<file path="src/rtl/smpf_pkg.sv">
// Constants for the system-management pin function block
package smpf_pkg;
   localparam int          CLK_HZ          = 40_000_000;
   localparam int          SLOW_CLK_HZ     = 32_768;
   // Slow clock toggles twice per period; fractional accumulator step and modulus
   localparam logic [26:0] SLOW_STEP       = 27'(2 * SLOW_CLK_HZ);
   localparam logic [26:0] SLOW_MOD        = 27'(CLK_HZ);

   localparam logic [7:0]  OFS_STATUS      = 8'h00;
   localparam logic [7:0]  OFS_CTRL        = 8'h04;
   localparam logic [7:0]  OFS_FAN_CFG     = 8'h08;
   localparam logic [7:0]  OFS_TACH        = 8'h0C;
   localparam logic [7:0]  OFS_FUNC_SEL    = 8'h10;
   localparam logic [7:0]  OFS_GPIO_OE     = 8'h14;
   localparam logic [7:0]  OFS_GPIO_OUT    = 8'h18;
   localparam logic [7:0]  OFS_GPIO_IN     = 8'h1C;

   // Status bits
   localparam int          ST_AC_FLAG      = 0;
   localparam int          ST_IRQ_FLAG     = 1;
   localparam int          ST_AC_LEVEL     = 2;
   localparam int          ST_BAT_LEVEL    = 3;
   localparam int          ST_RESUME_BLK   = 4;
   localparam int          ST_KEEP_LEVEL   = 5;
   // Control bits
   localparam int          CT_GFX_C3EN     = 0;
   localparam int          CT_DOZE_C3EN    = 1;
   localparam int          CT_GFX_DIRECT   = 2;
   localparam int          CT_DOZE_DIRECT  = 3;
   localparam int          CT_CLKH_DIRECT  = 4;
   localparam int          CT_MEMH_DIRECT  = 5;
   localparam int          CT_KEEP_REQ     = 6;
   localparam logic [6:0]  CTRL_RESET      = 7'h00;
   // Fan config: [7:0] prescale, [15:8] duty
   localparam logic [15:0] FAN_CFG_RESET   = 16'h8000;
   localparam logic [15:0] TACH_RESET      = 16'h0000;

   // Pin indices of multiplexed functions
   localparam int          PIN_AC          = 0;
   localparam int          PIN_GFX         = 1;
   localparam int          PIN_BAT         = 2;
   localparam int          PIN_SLOW        = 3;
   localparam int          PIN_KEEP        = 5;
   localparam int          PIN_DOZE        = 6;
   localparam int          PIN_CLKH        = 7;
   localparam int          PIN_FAN1        = 9;
   localparam int          PIN_TACH        = 10;
   // Pins that own a special function; all others are general purpose only
   localparam logic [31:0] FUNC_MASK       = 32'h000006EF;
   localparam logic [31:0] FUNC_SEL_RESET  = 32'h00000000;
   localparam logic [31:0] GPIO_OE_RESET   = 32'h00000000;
   localparam logic [31:0] GPIO_OUT_RESET  = 32'h00000000;
   // Pin drivers in reset: graphics halt and clock halt driven high, fan 1 driven low
   localparam logic [31:0] PAD_OUT_RESET   = 32'h00000082;
   localparam logic [31:0] PAD_OE_RESET    = 32'h00000282;

   localparam logic [1:0]  RESP_OKAY       = 2'h0;
   localparam logic [1:0]  RESP_SLVERR     = 2'h2;
endpackage

</file>
<file path="src/rtl/smpf_top.sv">
// System-management pin functions with AXI4-Lite register access
//
// Local design decisions: the AXI4-Lite register port and the register offsets.
module smpf_top (
   input  wire logic        aclk,
   input  wire logic        aresetn,
   input  wire logic [7:0]  s_axi_awaddr,
   input  wire logic        s_axi_awvalid,
   output logic             s_axi_awready,
   input  wire logic [31:0] s_axi_wdata,
   input  wire logic [3:0]  s_axi_wstrb,
   input  wire logic        s_axi_wvalid,
   output logic             s_axi_wready,
   output logic [1:0]       s_axi_bresp,
   output logic             s_axi_bvalid,
   input  wire logic        s_axi_bready,
   input  wire logic [7:0]  s_axi_araddr,
   input  wire logic        s_axi_arvalid,
   output logic             s_axi_arready,
   output logic [31:0]      s_axi_rdata,
   output logic [1:0]       s_axi_rresp,
   output logic             s_axi_rvalid,
   input  wire logic        s_axi_rready,
   input  wire logic        c3_active,
   input  wire logic        sleep_s1,
   input  wire logic        sleep_s3_s5,
   input  wire logic        mechanical_off_state,
   input  wire logic        external_mgmt_irq_n,
   input  wire logic [31:0] pad_in,
   output logic [31:0]      pad_out,
   output logic [31:0]      pad_oe,
   output logic             fan_drive_out0,
   output logic             memctl_halt_n,
   output logic             resume_block,
   output logic             resume_event
);
   logic [31:0] pad_meta_r;
   logic [31:0] pad_sync_r;
   logic        irq_meta_r;
   logic        irq_sync_r;
   logic        irq_prev_r;
   logic        ac_prev_r;
   logic        tach_prev_r;
   logic [1:0]  status_flags_r;
   logic [6:0]  ctrl_r;
   logic [15:0] fan_cfg_r;
   logic [15:0] tach_r;
   logic [31:0] func_sel_r;
   logic [31:0] gpio_oe_r;
   logic [31:0] gpio_out_r;
   logic [7:0]  fan_pre_r;
   logic [7:0]  fan_cnt_r;
   logic        fan_r;
   logic [26:0] slow_acc_r;
   logic        slow_clk_r;
   logic        aw_got_r;
   logic        w_got_r;
   logic [7:0]  awaddr_r;
   logic [31:0] wdata_r;
   logic [3:0]  wstrb_r;
   logic [31:0] pad_out_r;
   logic [31:0] pad_oe_r;
   logic        memh_r;
   logic        resume_ev_r;
   logic        wr_go;
   logic [31:0] gpio_sel;
   logic        ac_present;
   logic        bat_weak;
   logic        keep_avail;
   logic        gfx_halt;
   logic        doze;
   logic        ac_edge;
   logic        irq_edge;
   logic        tach_edge;
   logic [31:0] func_out;
   logic [31:0] func_oe;
   logic [31:0] rd_val;
   logic        rd_hit;
   logic [1:0]  bresp_r;
   logic        bvalid_r;
   logic [31:0] rdata_r;
   logic [1:0]  rresp_r;
   logic        rvalid_r;

   function automatic logic [31:0] merge_strb(input logic [31:0] old_v, input logic [31:0] new_v,
                                              input logic [3:0] strb);
      logic [31:0] res;
      res = old_v;
      for (int i = 0; i < 4; i++) begin
         if (strb[i]) begin
            res[i*8 +: 8] = new_v[i*8 +: 8];
         end
      end
      return res;
   endfunction

   function automatic logic known_ofs(input logic [7:0] a);
      return a == smpf_pkg::OFS_STATUS || a == smpf_pkg::OFS_CTRL || a == smpf_pkg::OFS_FAN_CFG
          || a == smpf_pkg::OFS_TACH || a == smpf_pkg::OFS_FUNC_SEL || a == smpf_pkg::OFS_GPIO_OE
          || a == smpf_pkg::OFS_GPIO_OUT || a == smpf_pkg::OFS_GPIO_IN;
   endfunction

   // Pin synchronisers
   always_ff @(posedge aclk) begin
      pad_meta_r <= pad_in;
      pad_sync_r <= pad_meta_r;
      irq_meta_r <= external_mgmt_irq_n;
      irq_sync_r <= irq_meta_r;
   end

   // Function inputs; an unselected function reads as its idle level
   assign gpio_sel   = func_sel_r | ~smpf_pkg::FUNC_MASK;
   assign ac_present = gpio_sel[smpf_pkg::PIN_AC] | pad_sync_r[smpf_pkg::PIN_AC];
   assign bat_weak   = ~gpio_sel[smpf_pkg::PIN_BAT] & ~pad_sync_r[smpf_pkg::PIN_BAT];
   assign resume_block = bat_weak & ~ac_present;
   assign ac_edge    = ac_present ^ ac_prev_r;
   assign irq_edge   = irq_prev_r & ~irq_sync_r;
   assign tach_edge  = ~gpio_sel[smpf_pkg::PIN_TACH] & pad_sync_r[smpf_pkg::PIN_TACH] & ~tach_prev_r;
   assign keep_avail = ~sleep_s3_s5 & ~mechanical_off_state;

   always_ff @(posedge aclk) begin
      if (!aresetn) begin
         ac_prev_r   <= 1'b1;
         irq_prev_r  <= 1'b1;
         tach_prev_r <= 1'b0;
         resume_ev_r <= 1'b0;
      end else begin
         ac_prev_r   <= ac_present;
         irq_prev_r  <= irq_sync_r;
         tach_prev_r <= pad_sync_r[smpf_pkg::PIN_TACH];
         resume_ev_r <= irq_edge;
      end
   end

   // AXI write channel capture
   assign wr_go = aw_got_r & w_got_r & ~bvalid_r;

   always_ff @(posedge aclk) begin
      if (!aresetn) begin
         aw_got_r <= 1'b0;
         w_got_r  <= 1'b0;
         awaddr_r <= 8'h00;
         wdata_r  <= 32'h00000000;
         wstrb_r  <= 4'h0;
         bvalid_r <= 1'b0;
         bresp_r  <= smpf_pkg::RESP_OKAY;
      end else begin
         if (s_axi_awvalid && s_axi_awready) begin
            aw_got_r <= 1'b1;
            awaddr_r <= s_axi_awaddr;
         end
         if (s_axi_wvalid && s_axi_wready) begin
            w_got_r <= 1'b1;
            wdata_r <= s_axi_wdata;
            wstrb_r <= s_axi_wstrb;
         end
         if (wr_go) begin
            aw_got_r <= 1'b0;
            w_got_r  <= 1'b0;
            bvalid_r <= 1'b1;
            bresp_r  <= known_ofs(awaddr_r) ? smpf_pkg::RESP_OKAY : smpf_pkg::RESP_SLVERR;
         end else if (s_axi_bready) begin
            bvalid_r <= 1'b0;
         end
      end
   end

   assign s_axi_awready = ~aw_got_r & ~bvalid_r;
   assign s_axi_wready  = ~w_got_r & ~bvalid_r;
   assign s_axi_bvalid  = bvalid_r;
   assign s_axi_bresp   = bresp_r;

   // Sticky event flags, write one to clear, a new event wins over the clear
   always_ff @(posedge aclk) begin
      if (!aresetn) begin
         status_flags_r <= 2'h0;
      end else begin
         if (wr_go && awaddr_r == smpf_pkg::OFS_STATUS && wstrb_r[0]) begin
            status_flags_r <= status_flags_r & ~wdata_r[1:0];
         end
         if (ac_edge) begin
            status_flags_r[smpf_pkg::ST_AC_FLAG] <= 1'b1;
         end
         if (irq_edge) begin
            status_flags_r[smpf_pkg::ST_IRQ_FLAG] <= 1'b1;
         end
      end
   end

   // Control and configuration registers
   always_ff @(posedge aclk) begin
      if (!aresetn) begin
         ctrl_r     <= smpf_pkg::CTRL_RESET;
         fan_cfg_r  <= smpf_pkg::FAN_CFG_RESET;
         func_sel_r <= smpf_pkg::FUNC_SEL_RESET;
         gpio_oe_r  <= smpf_pkg::GPIO_OE_RESET;
         gpio_out_r <= smpf_pkg::GPIO_OUT_RESET;
      end else if (wr_go) begin
         case (awaddr_r)
            smpf_pkg::OFS_CTRL: begin
               ctrl_r <= 7'(merge_strb({25'h0, ctrl_r}, wdata_r, wstrb_r));
            end
            smpf_pkg::OFS_FAN_CFG: begin
               fan_cfg_r <= 16'(merge_strb({16'h0, fan_cfg_r}, wdata_r, wstrb_r));
            end
            smpf_pkg::OFS_FUNC_SEL: begin
               func_sel_r <= merge_strb(func_sel_r, wdata_r, wstrb_r) & smpf_pkg::FUNC_MASK;
            end
            smpf_pkg::OFS_GPIO_OE: begin
               gpio_oe_r <= merge_strb(gpio_oe_r, wdata_r, wstrb_r);
            end
            smpf_pkg::OFS_GPIO_OUT: begin
               gpio_out_r <= merge_strb(gpio_out_r, wdata_r, wstrb_r);
            end
            default: begin
            end
         endcase
      end
   end

   // Tachometer edge counter; a write clears it, an edge in that cycle counts one
   always_ff @(posedge aclk) begin
      if (!aresetn) begin
         tach_r <= smpf_pkg::TACH_RESET;
      end else if (wr_go && awaddr_r == smpf_pkg::OFS_TACH) begin
         tach_r <= {15'h0, tach_edge};
      end else if (tach_edge) begin
         tach_r <= tach_r + 16'h0001;
      end
   end

   // Fan PWM: prescaler paces an 8-bit phase, output high while phase below duty
   always_ff @(posedge aclk) begin
      if (!aresetn) begin
         fan_pre_r <= 8'h00;
         fan_cnt_r <= 8'h00;
         fan_r     <= 1'b0;
      end else begin
         if (fan_pre_r >= fan_cfg_r[7:0]) begin
            fan_pre_r <= 8'h00;
            fan_cnt_r <= fan_cnt_r + 8'h01;
         end else begin
            fan_pre_r <= fan_pre_r + 8'h01;
         end
         fan_r <= fan_cnt_r < fan_cfg_r[15:8];
      end
   end

   // 32.768 kHz slow clock from fractional accumulator
   always_ff @(posedge aclk) begin
      if (!aresetn) begin
         slow_acc_r <= 27'h0000000;
         slow_clk_r <= 1'b0;
      end else if (mechanical_off_state) begin
         slow_acc_r <= 27'h0000000;
         slow_clk_r <= 1'b0;
      end else if (slow_acc_r + smpf_pkg::SLOW_STEP >= smpf_pkg::SLOW_MOD) begin
         slow_acc_r <= slow_acc_r + smpf_pkg::SLOW_STEP - smpf_pkg::SLOW_MOD;
         slow_clk_r <= ~slow_clk_r;
      end else begin
         slow_acc_r <= slow_acc_r + smpf_pkg::SLOW_STEP;
      end
   end

   // Special function outputs; one means asserted, pins go low
   assign gfx_halt = ctrl_r[smpf_pkg::CT_GFX_DIRECT] | sleep_s3_s5
                   | (ctrl_r[smpf_pkg::CT_GFX_C3EN] & (c3_active | sleep_s1));
   assign doze     = ctrl_r[smpf_pkg::CT_DOZE_DIRECT]
                   | (ctrl_r[smpf_pkg::CT_DOZE_C3EN] & c3_active);

   always_comb begin
      func_out = 32'h00000000;
      func_oe  = 32'h00000000;
      func_out[smpf_pkg::PIN_GFX]  = ~gfx_halt;
      func_oe[smpf_pkg::PIN_GFX]   = 1'b1;
      func_out[smpf_pkg::PIN_SLOW] = slow_clk_r & ~mechanical_off_state;
      func_oe[smpf_pkg::PIN_SLOW]  = 1'b1;
      func_oe[smpf_pkg::PIN_KEEP]  = keep_avail & ctrl_r[smpf_pkg::CT_KEEP_REQ];
      func_oe[smpf_pkg::PIN_DOZE]  = doze;
      func_out[smpf_pkg::PIN_CLKH] = ~ctrl_r[smpf_pkg::CT_CLKH_DIRECT];
      func_oe[smpf_pkg::PIN_CLKH]  = 1'b1;
      func_out[smpf_pkg::PIN_FAN1] = fan_r;
      func_oe[smpf_pkg::PIN_FAN1]  = 1'b1;
   end

   // Pin drivers registered; halt outputs reset high, fan 1 driven low, others released
   always_ff @(posedge aclk) begin
      if (!aresetn) begin
         pad_out_r <= smpf_pkg::PAD_OUT_RESET;
         pad_oe_r  <= smpf_pkg::PAD_OE_RESET;
         memh_r    <= 1'b0;
      end else begin
         for (int n = 0; n < 32; n++) begin
            pad_out_r[n] <= gpio_sel[n] ? gpio_out_r[n] : func_out[n];
            pad_oe_r[n]  <= gpio_sel[n] ? gpio_oe_r[n] : func_oe[n];
         end
         memh_r <= ctrl_r[smpf_pkg::CT_MEMH_DIRECT];
      end
   end

   assign pad_out        = pad_out_r;
   assign pad_oe         = pad_oe_r;
   assign fan_drive_out0 = fan_r;
   assign memctl_halt_n  = ~memh_r;
   assign resume_event   = resume_ev_r;

   // Register read mux
   always_comb begin
      rd_val = 32'h00000000;
      rd_hit = 1'b1;
      case (s_axi_araddr)
         smpf_pkg::OFS_STATUS: begin
            rd_val[1:0] = status_flags_r;
            rd_val[smpf_pkg::ST_AC_LEVEL]   = ac_present;
            rd_val[smpf_pkg::ST_BAT_LEVEL]  = ~bat_weak;
            rd_val[smpf_pkg::ST_RESUME_BLK] = resume_block;
            rd_val[smpf_pkg::ST_KEEP_LEVEL] = pad_sync_r[smpf_pkg::PIN_KEEP];
         end
         smpf_pkg::OFS_CTRL:     rd_val[6:0]  = ctrl_r;
         smpf_pkg::OFS_FAN_CFG:  rd_val[15:0] = fan_cfg_r;
         smpf_pkg::OFS_TACH:     rd_val[15:0] = tach_r;
         smpf_pkg::OFS_FUNC_SEL: rd_val = func_sel_r;
         smpf_pkg::OFS_GPIO_OE:  rd_val = gpio_oe_r;
         smpf_pkg::OFS_GPIO_OUT: rd_val = gpio_out_r;
         smpf_pkg::OFS_GPIO_IN:  rd_val = pad_sync_r;
         default: rd_hit = 1'b0;
      endcase
   end

   always_ff @(posedge aclk) begin
      if (!aresetn) begin
         rvalid_r <= 1'b0;
         rdata_r  <= 32'h00000000;
         rresp_r  <= smpf_pkg::RESP_OKAY;
      end else if (s_axi_arvalid && !rvalid_r) begin
         rvalid_r <= 1'b1;
         rdata_r  <= rd_val;
         rresp_r  <= rd_hit ? smpf_pkg::RESP_OKAY : smpf_pkg::RESP_SLVERR;
      end else if (s_axi_rready) begin
         rvalid_r <= 1'b0;
      end
   end

   assign s_axi_arready = ~rvalid_r;
   assign s_axi_rvalid  = rvalid_r;
   assign s_axi_rdata   = rdata_r;
   assign s_axi_rresp   = rresp_r;
endmodule

</file>
<file path="config.mk">
export PLATFORM = sky130hd
export DESIGN_NAME = smpf_top
export DESIGN_NICKNAME = d
export VERILOG_FILES = /design/src/rtl/smpf_pkg.sv /design/src/rtl/smpf_top.sv
export SDC_FILE = /design/constraint.sdc
export NUM_CORES = 1
export LEC_CHECK = 0
export BUFFER_PORTS_ARGS = -buffer_cell sky130_fd_sc_hd__buf_4
export CORE_ASPECT_RATIO = 1.5
export CORE_UTILIZATION = 45
export CTS_BUF_LIST = sky130_fd_sc_hd__clkbuf_4
export DETAILED_ROUTE_END_ITERATION = 12
export HOLD_SLACK_MARGIN = 0.12
export PLACE_DENSITY = 0.73
export SLEW_MARGIN = 15
export SYNTH_ARGS = -nofsm -noshare
export SYNTH_HDL_FRONTEND = slang
export SYNTH_SLANG_ARGS = --single-unit
</file>
<file path="constraint.sdc">
create_clock -name aclk -period 3.2 [get_ports aclk]
set_input_delay 0.32 -clock aclk [delete_from_list [all_inputs] [get_ports aclk]]
set_output_delay 0.32 -clock aclk [all_outputs]
set_load 0.05 [all_outputs]
</file>
==> flow_metrics.env <==
export IMPL_reg2reg_depth=8
export IMPL_async_flop_share_pct=0
export IMPL_arrival_ns=3.35
export IMPL_yosysWarnings=0
export IMPL_grt_max_degree=90
export IMPL_place_congestion=0.849
export IMPL_grt_ovfl_total=0
export IMPL_rsz0062_at_grt="false"
export IMPL_critPathTopFamily="simple AND/OR/NAND/NOR gates"
export IMPL_crit_path_start_kind="flop"
export IMPL_cp_depth=8
export IMPL_grt_usage_pct=25.1
export IMPL_tns_ns=0
export IMPL_die_x_um=145
export IMPL_multi_input_area_um2=6060
export IMPL_fin_util_pct=60.4
export IMPL_r2r_setup_slack_ns=0.57
export IMPL_synthTopCellsByArea="dfxtp_1 53%, mux2i_1 7.1%, nor2_1 6.1%"
export IMPL_max_slew_worst_pin_slew_ns=0.794
export IMPL_synthDistinctLibCells=75
export IMPL_insertion_delay_ns=0.80
export IMPL_rows=78
export IMPL_swShare_pct=25.2
export IMPL_crit_buf_inv=0
export IMPL_start_util_pct=45.7
export IMPL_ant_nets=0
export IMPL_area_delta_synth_final_pct=32.2
export IMPL_ir_worst_vdd_mv=0.332
export IMPL_detail_route_vias_per_cell=5.24
export IMPL_endpoint="slow_acc_r[13]"
export IMPL_synth_common_cells="367 x dfxtp_1, 225 x nor2_1, 145 x nand2_1, 98 x a21oi_1, 98 x mux2i_1"
export IMPL_finalSetupViolCount=0
export IMPL_routed_wl_um=39500
export IMPL_synth_top_area_share_pct=53.1
export IMPL_synth_avg_cell_area_um2=9.60
export IMPL_p_seq_share_pct=51.8
export IMPL_rr_endpoint="slow_acc_r[13]"
export IMPL_hold_start="pad_in[20]"
export IMPL_endpoint_kind="flop"
export IMPL_skew_ns=0.0600
export IMPL_synth_area_um2=13800
export IMPL_min_period_ns=2.63
export IMPL_drv_cap=0
export IMPL_seq_area_um2=7350
export IMPL_vias=12000
export IMPL_clk_pin_slew_worst_paths_ns=0.07
export IMPL_htreeDepth=3
export IMPL_synth_ff_type="dfxtp_1"
export IMPL_io_buffers=202
export IMPL_final_layout_size_suffix_gt1_share_pct=21.2
export IMPL_first_iter_violations=577
export IMPL_fill_cells=2508
export IMPL_synth_edff_count=0
export IMPL_cts_resized=0
export IMPL_slew_headroom_pct=47.0
export IMPL_cts_sinks=367
export IMPL_p_leak_nw=8.21
export IMPL_cts_made_buffers=84
export IMPL_slowest_delay_ns=0.52
export IMPL_powerDensity_nw_per_um2=503
export IMPL_max_freq_mhz=380
export IMPL_syn_inst=1441
export IMPL_dieHeight_um=217
export IMPL_hold_buffers=154
export IMPL_dr_pass1_iters=7
export IMPL_grt_pass1_wl_um=62400
export IMPL_cts_tree="built"
export IMPL_ios=205
export IMPL_antenna_found_initial=1
export IMPL_path_cells="ha_1 -> nand2_1 -> nor4_2 -> xnor2_1 -> a21bo_2 -> nor2_4 -> or4_1 -> nand2_1"
export IMPL_finalHoldViolCount=0
export IMPL_cpMostUsedCell="nand2_1"
export IMPL_clockPowerShare_pct=40.1
export IMPL_min_path_type="in -> reg"
export IMPL_wl_per_cell_um=17.3
export IMPL_hpwl_um=24500
export IMPL_grt_pass1_vias=12400
export IMPL_dp_worst_setup_slack_ns=0.646
export IMPL_p_comb_share_pct=8.1
export IMPL_synth_seq_cells=367
export IMPL_intPower_mw=6.87
export IMPL_cts_setup_buffers=0
export IMPL_status="finished, final reports clean"
export IMPL_worst_r2r_startpoint="slow_acc_r[16]"
export IMPL_cts_root_buffer="clkbuf_4"
export IMPL_yosysMostFrequentCell="dfxtp_1"
export IMPL_synth_largest_area_cell="dfxtp_1"
export IMPL_critPathLaunch="slow_acc_r[16]"
export IMPL_dieArea_um2=31400
export IMPL_clockBufferDepth=3
export IMPL_crit_type="reg -> reg"
export IMPL_crit_path_top_delay_cell="dfxtp_1"
export IMPL_synth_yosys_seq_area_share_pct=53.1
export IMPL_drv_slew=0
export IMPL_critPathMaxFanout=12
export IMPL_drc=0
export IMPL_final_net_count=1943
export IMPL_setup_ws_ns=0.567
export IMPL_worstPathRequired_ns=3.91
export IMPL_coreArea_um2=30300
export IMPL_fin_crit_sh_pct=82.3
export IMPL_p_switching_mw=2.32
-- power by group through the flow --
stage	clock network, mW	registers, mW	logic (mW)
after floorplan	0	4.87	0.310
after global placement	0	4.86	0.554
after detailed placement	0	4.86	0.563
after CTS	3.76	4.75	0.724
after global routing	3.99	4.77	0.795
final	3.69	4.76	0.744
-- flip-flops by register name, summed over array words and instances, names as in the netlist, 7 cells and up --
name,flops
pad_oe,32
ctrl_r,7
fan_cfg_r,16
pad_out,32
tach_r,16
gpio_oe_r,32
pad_sync_r,32
slow_acc_r,18
func_sel_r,9
pad_meta_r,32
s_axi_rdata,32
wdata_r,32
awaddr_r,8
fan_pre_r,8
gpio_out_r,32
fan_cnt_r,8
-- through the flow --
step / power, mW / instance area, um^2 / cells / hold slack [ns]
floorplan: 5.18 / 13800 / 1442 / 0.310
global placement: 5.41 / 15700 / 1984 / 0.312
detailed placement: 5.42 / 15700 / 1984 / 0.312
CTS: 9.24 / 18300 / 2286 / 0.120
global route: 9.55 / 18300 / 2287 / 0.162
finish: 9.19 / 18300 / 2287 / 0.183
-- layout make-up --
type	instances	share of cell area, %
inverters	30	0.644
clock buffers	116	4.77
diodes	1	0.0137
multi-input cells	970	33.2
repair buffers	371	17.4
clock inverters	32	1.05
well taps	400	2.74
flip-flops and latches	367	40.2
-- routing by layer --
| metal | global-route usage, % | routed length [um] |
|---|---|---|
| met1 | 25.9 | 14900 |
| met2 | 46.4 | 20900 |
| met3 | 4.86 | 2010 |
| met4 | 15.5 | 1680 |
| met5 | 0 | 0 |
-- worst min-delay path by stage --
stage	to	slack [ns]	cells past startpoint
after global placement	pad_sync_r[30]	0.31	0
after floorplan	irq_sync_r	0.31	0
final	pad_meta_r[20]	0.18	2
after detailed placement	pad_sync_r[10]	0.31	0
after CTS	wdata_r[12]	0.12	5
after global routing	pad_meta_r[21]	0.16	2
-- cell usage in the layout, fill, tap and decap left out, drive strengths merged, types with 5 or more instances in the layout --
cell	n
dfxtp	367
xor2	28
a211oi	7
mux4	5
clkinv	29
o211ai	7
ha	23
nor2	226
nor4	7
buf	217
inv	30
clkbuf	116
a22oi	30
nand2	145
or3	6
nand2b	5
dlygate4sd3	154
nand4	8
nand3	37
and2	53
o21ai	27
and3	17
nor2b	8
xnor2	17
a221oi	6
a21o	7
a21oi	98
mux2	29
nor3	16
a31oi	5
mux2i	98
-- worst register-to-register path: stages, from the launching register on --
cell	delay, ns
dfxtp_1	0.52
ha_1	0.31
nand2_1	0.18
nor4_2	0.33
xnor2_1	0.15
a21bo_2	0.45
nor2_4	0.12
or4_1	0.42
nand2_1	0.08
-- logic make-up after synthesis --
group                      Yosys count  share of synthesized area (%)
and+or+nand+nor                    551                           18.5
DFF                                367                           53.1
AOI/OAI and AO/OA                  217                           10.0
muxes                              132                           10.3
buffers and inverters              105                           3.09
xor gates and xnor gates            45                           2.90
adders and majority gates           23                           2.08
other                                1                         0.0271
No activity file was read; power rests on OpenSTA's default activity.
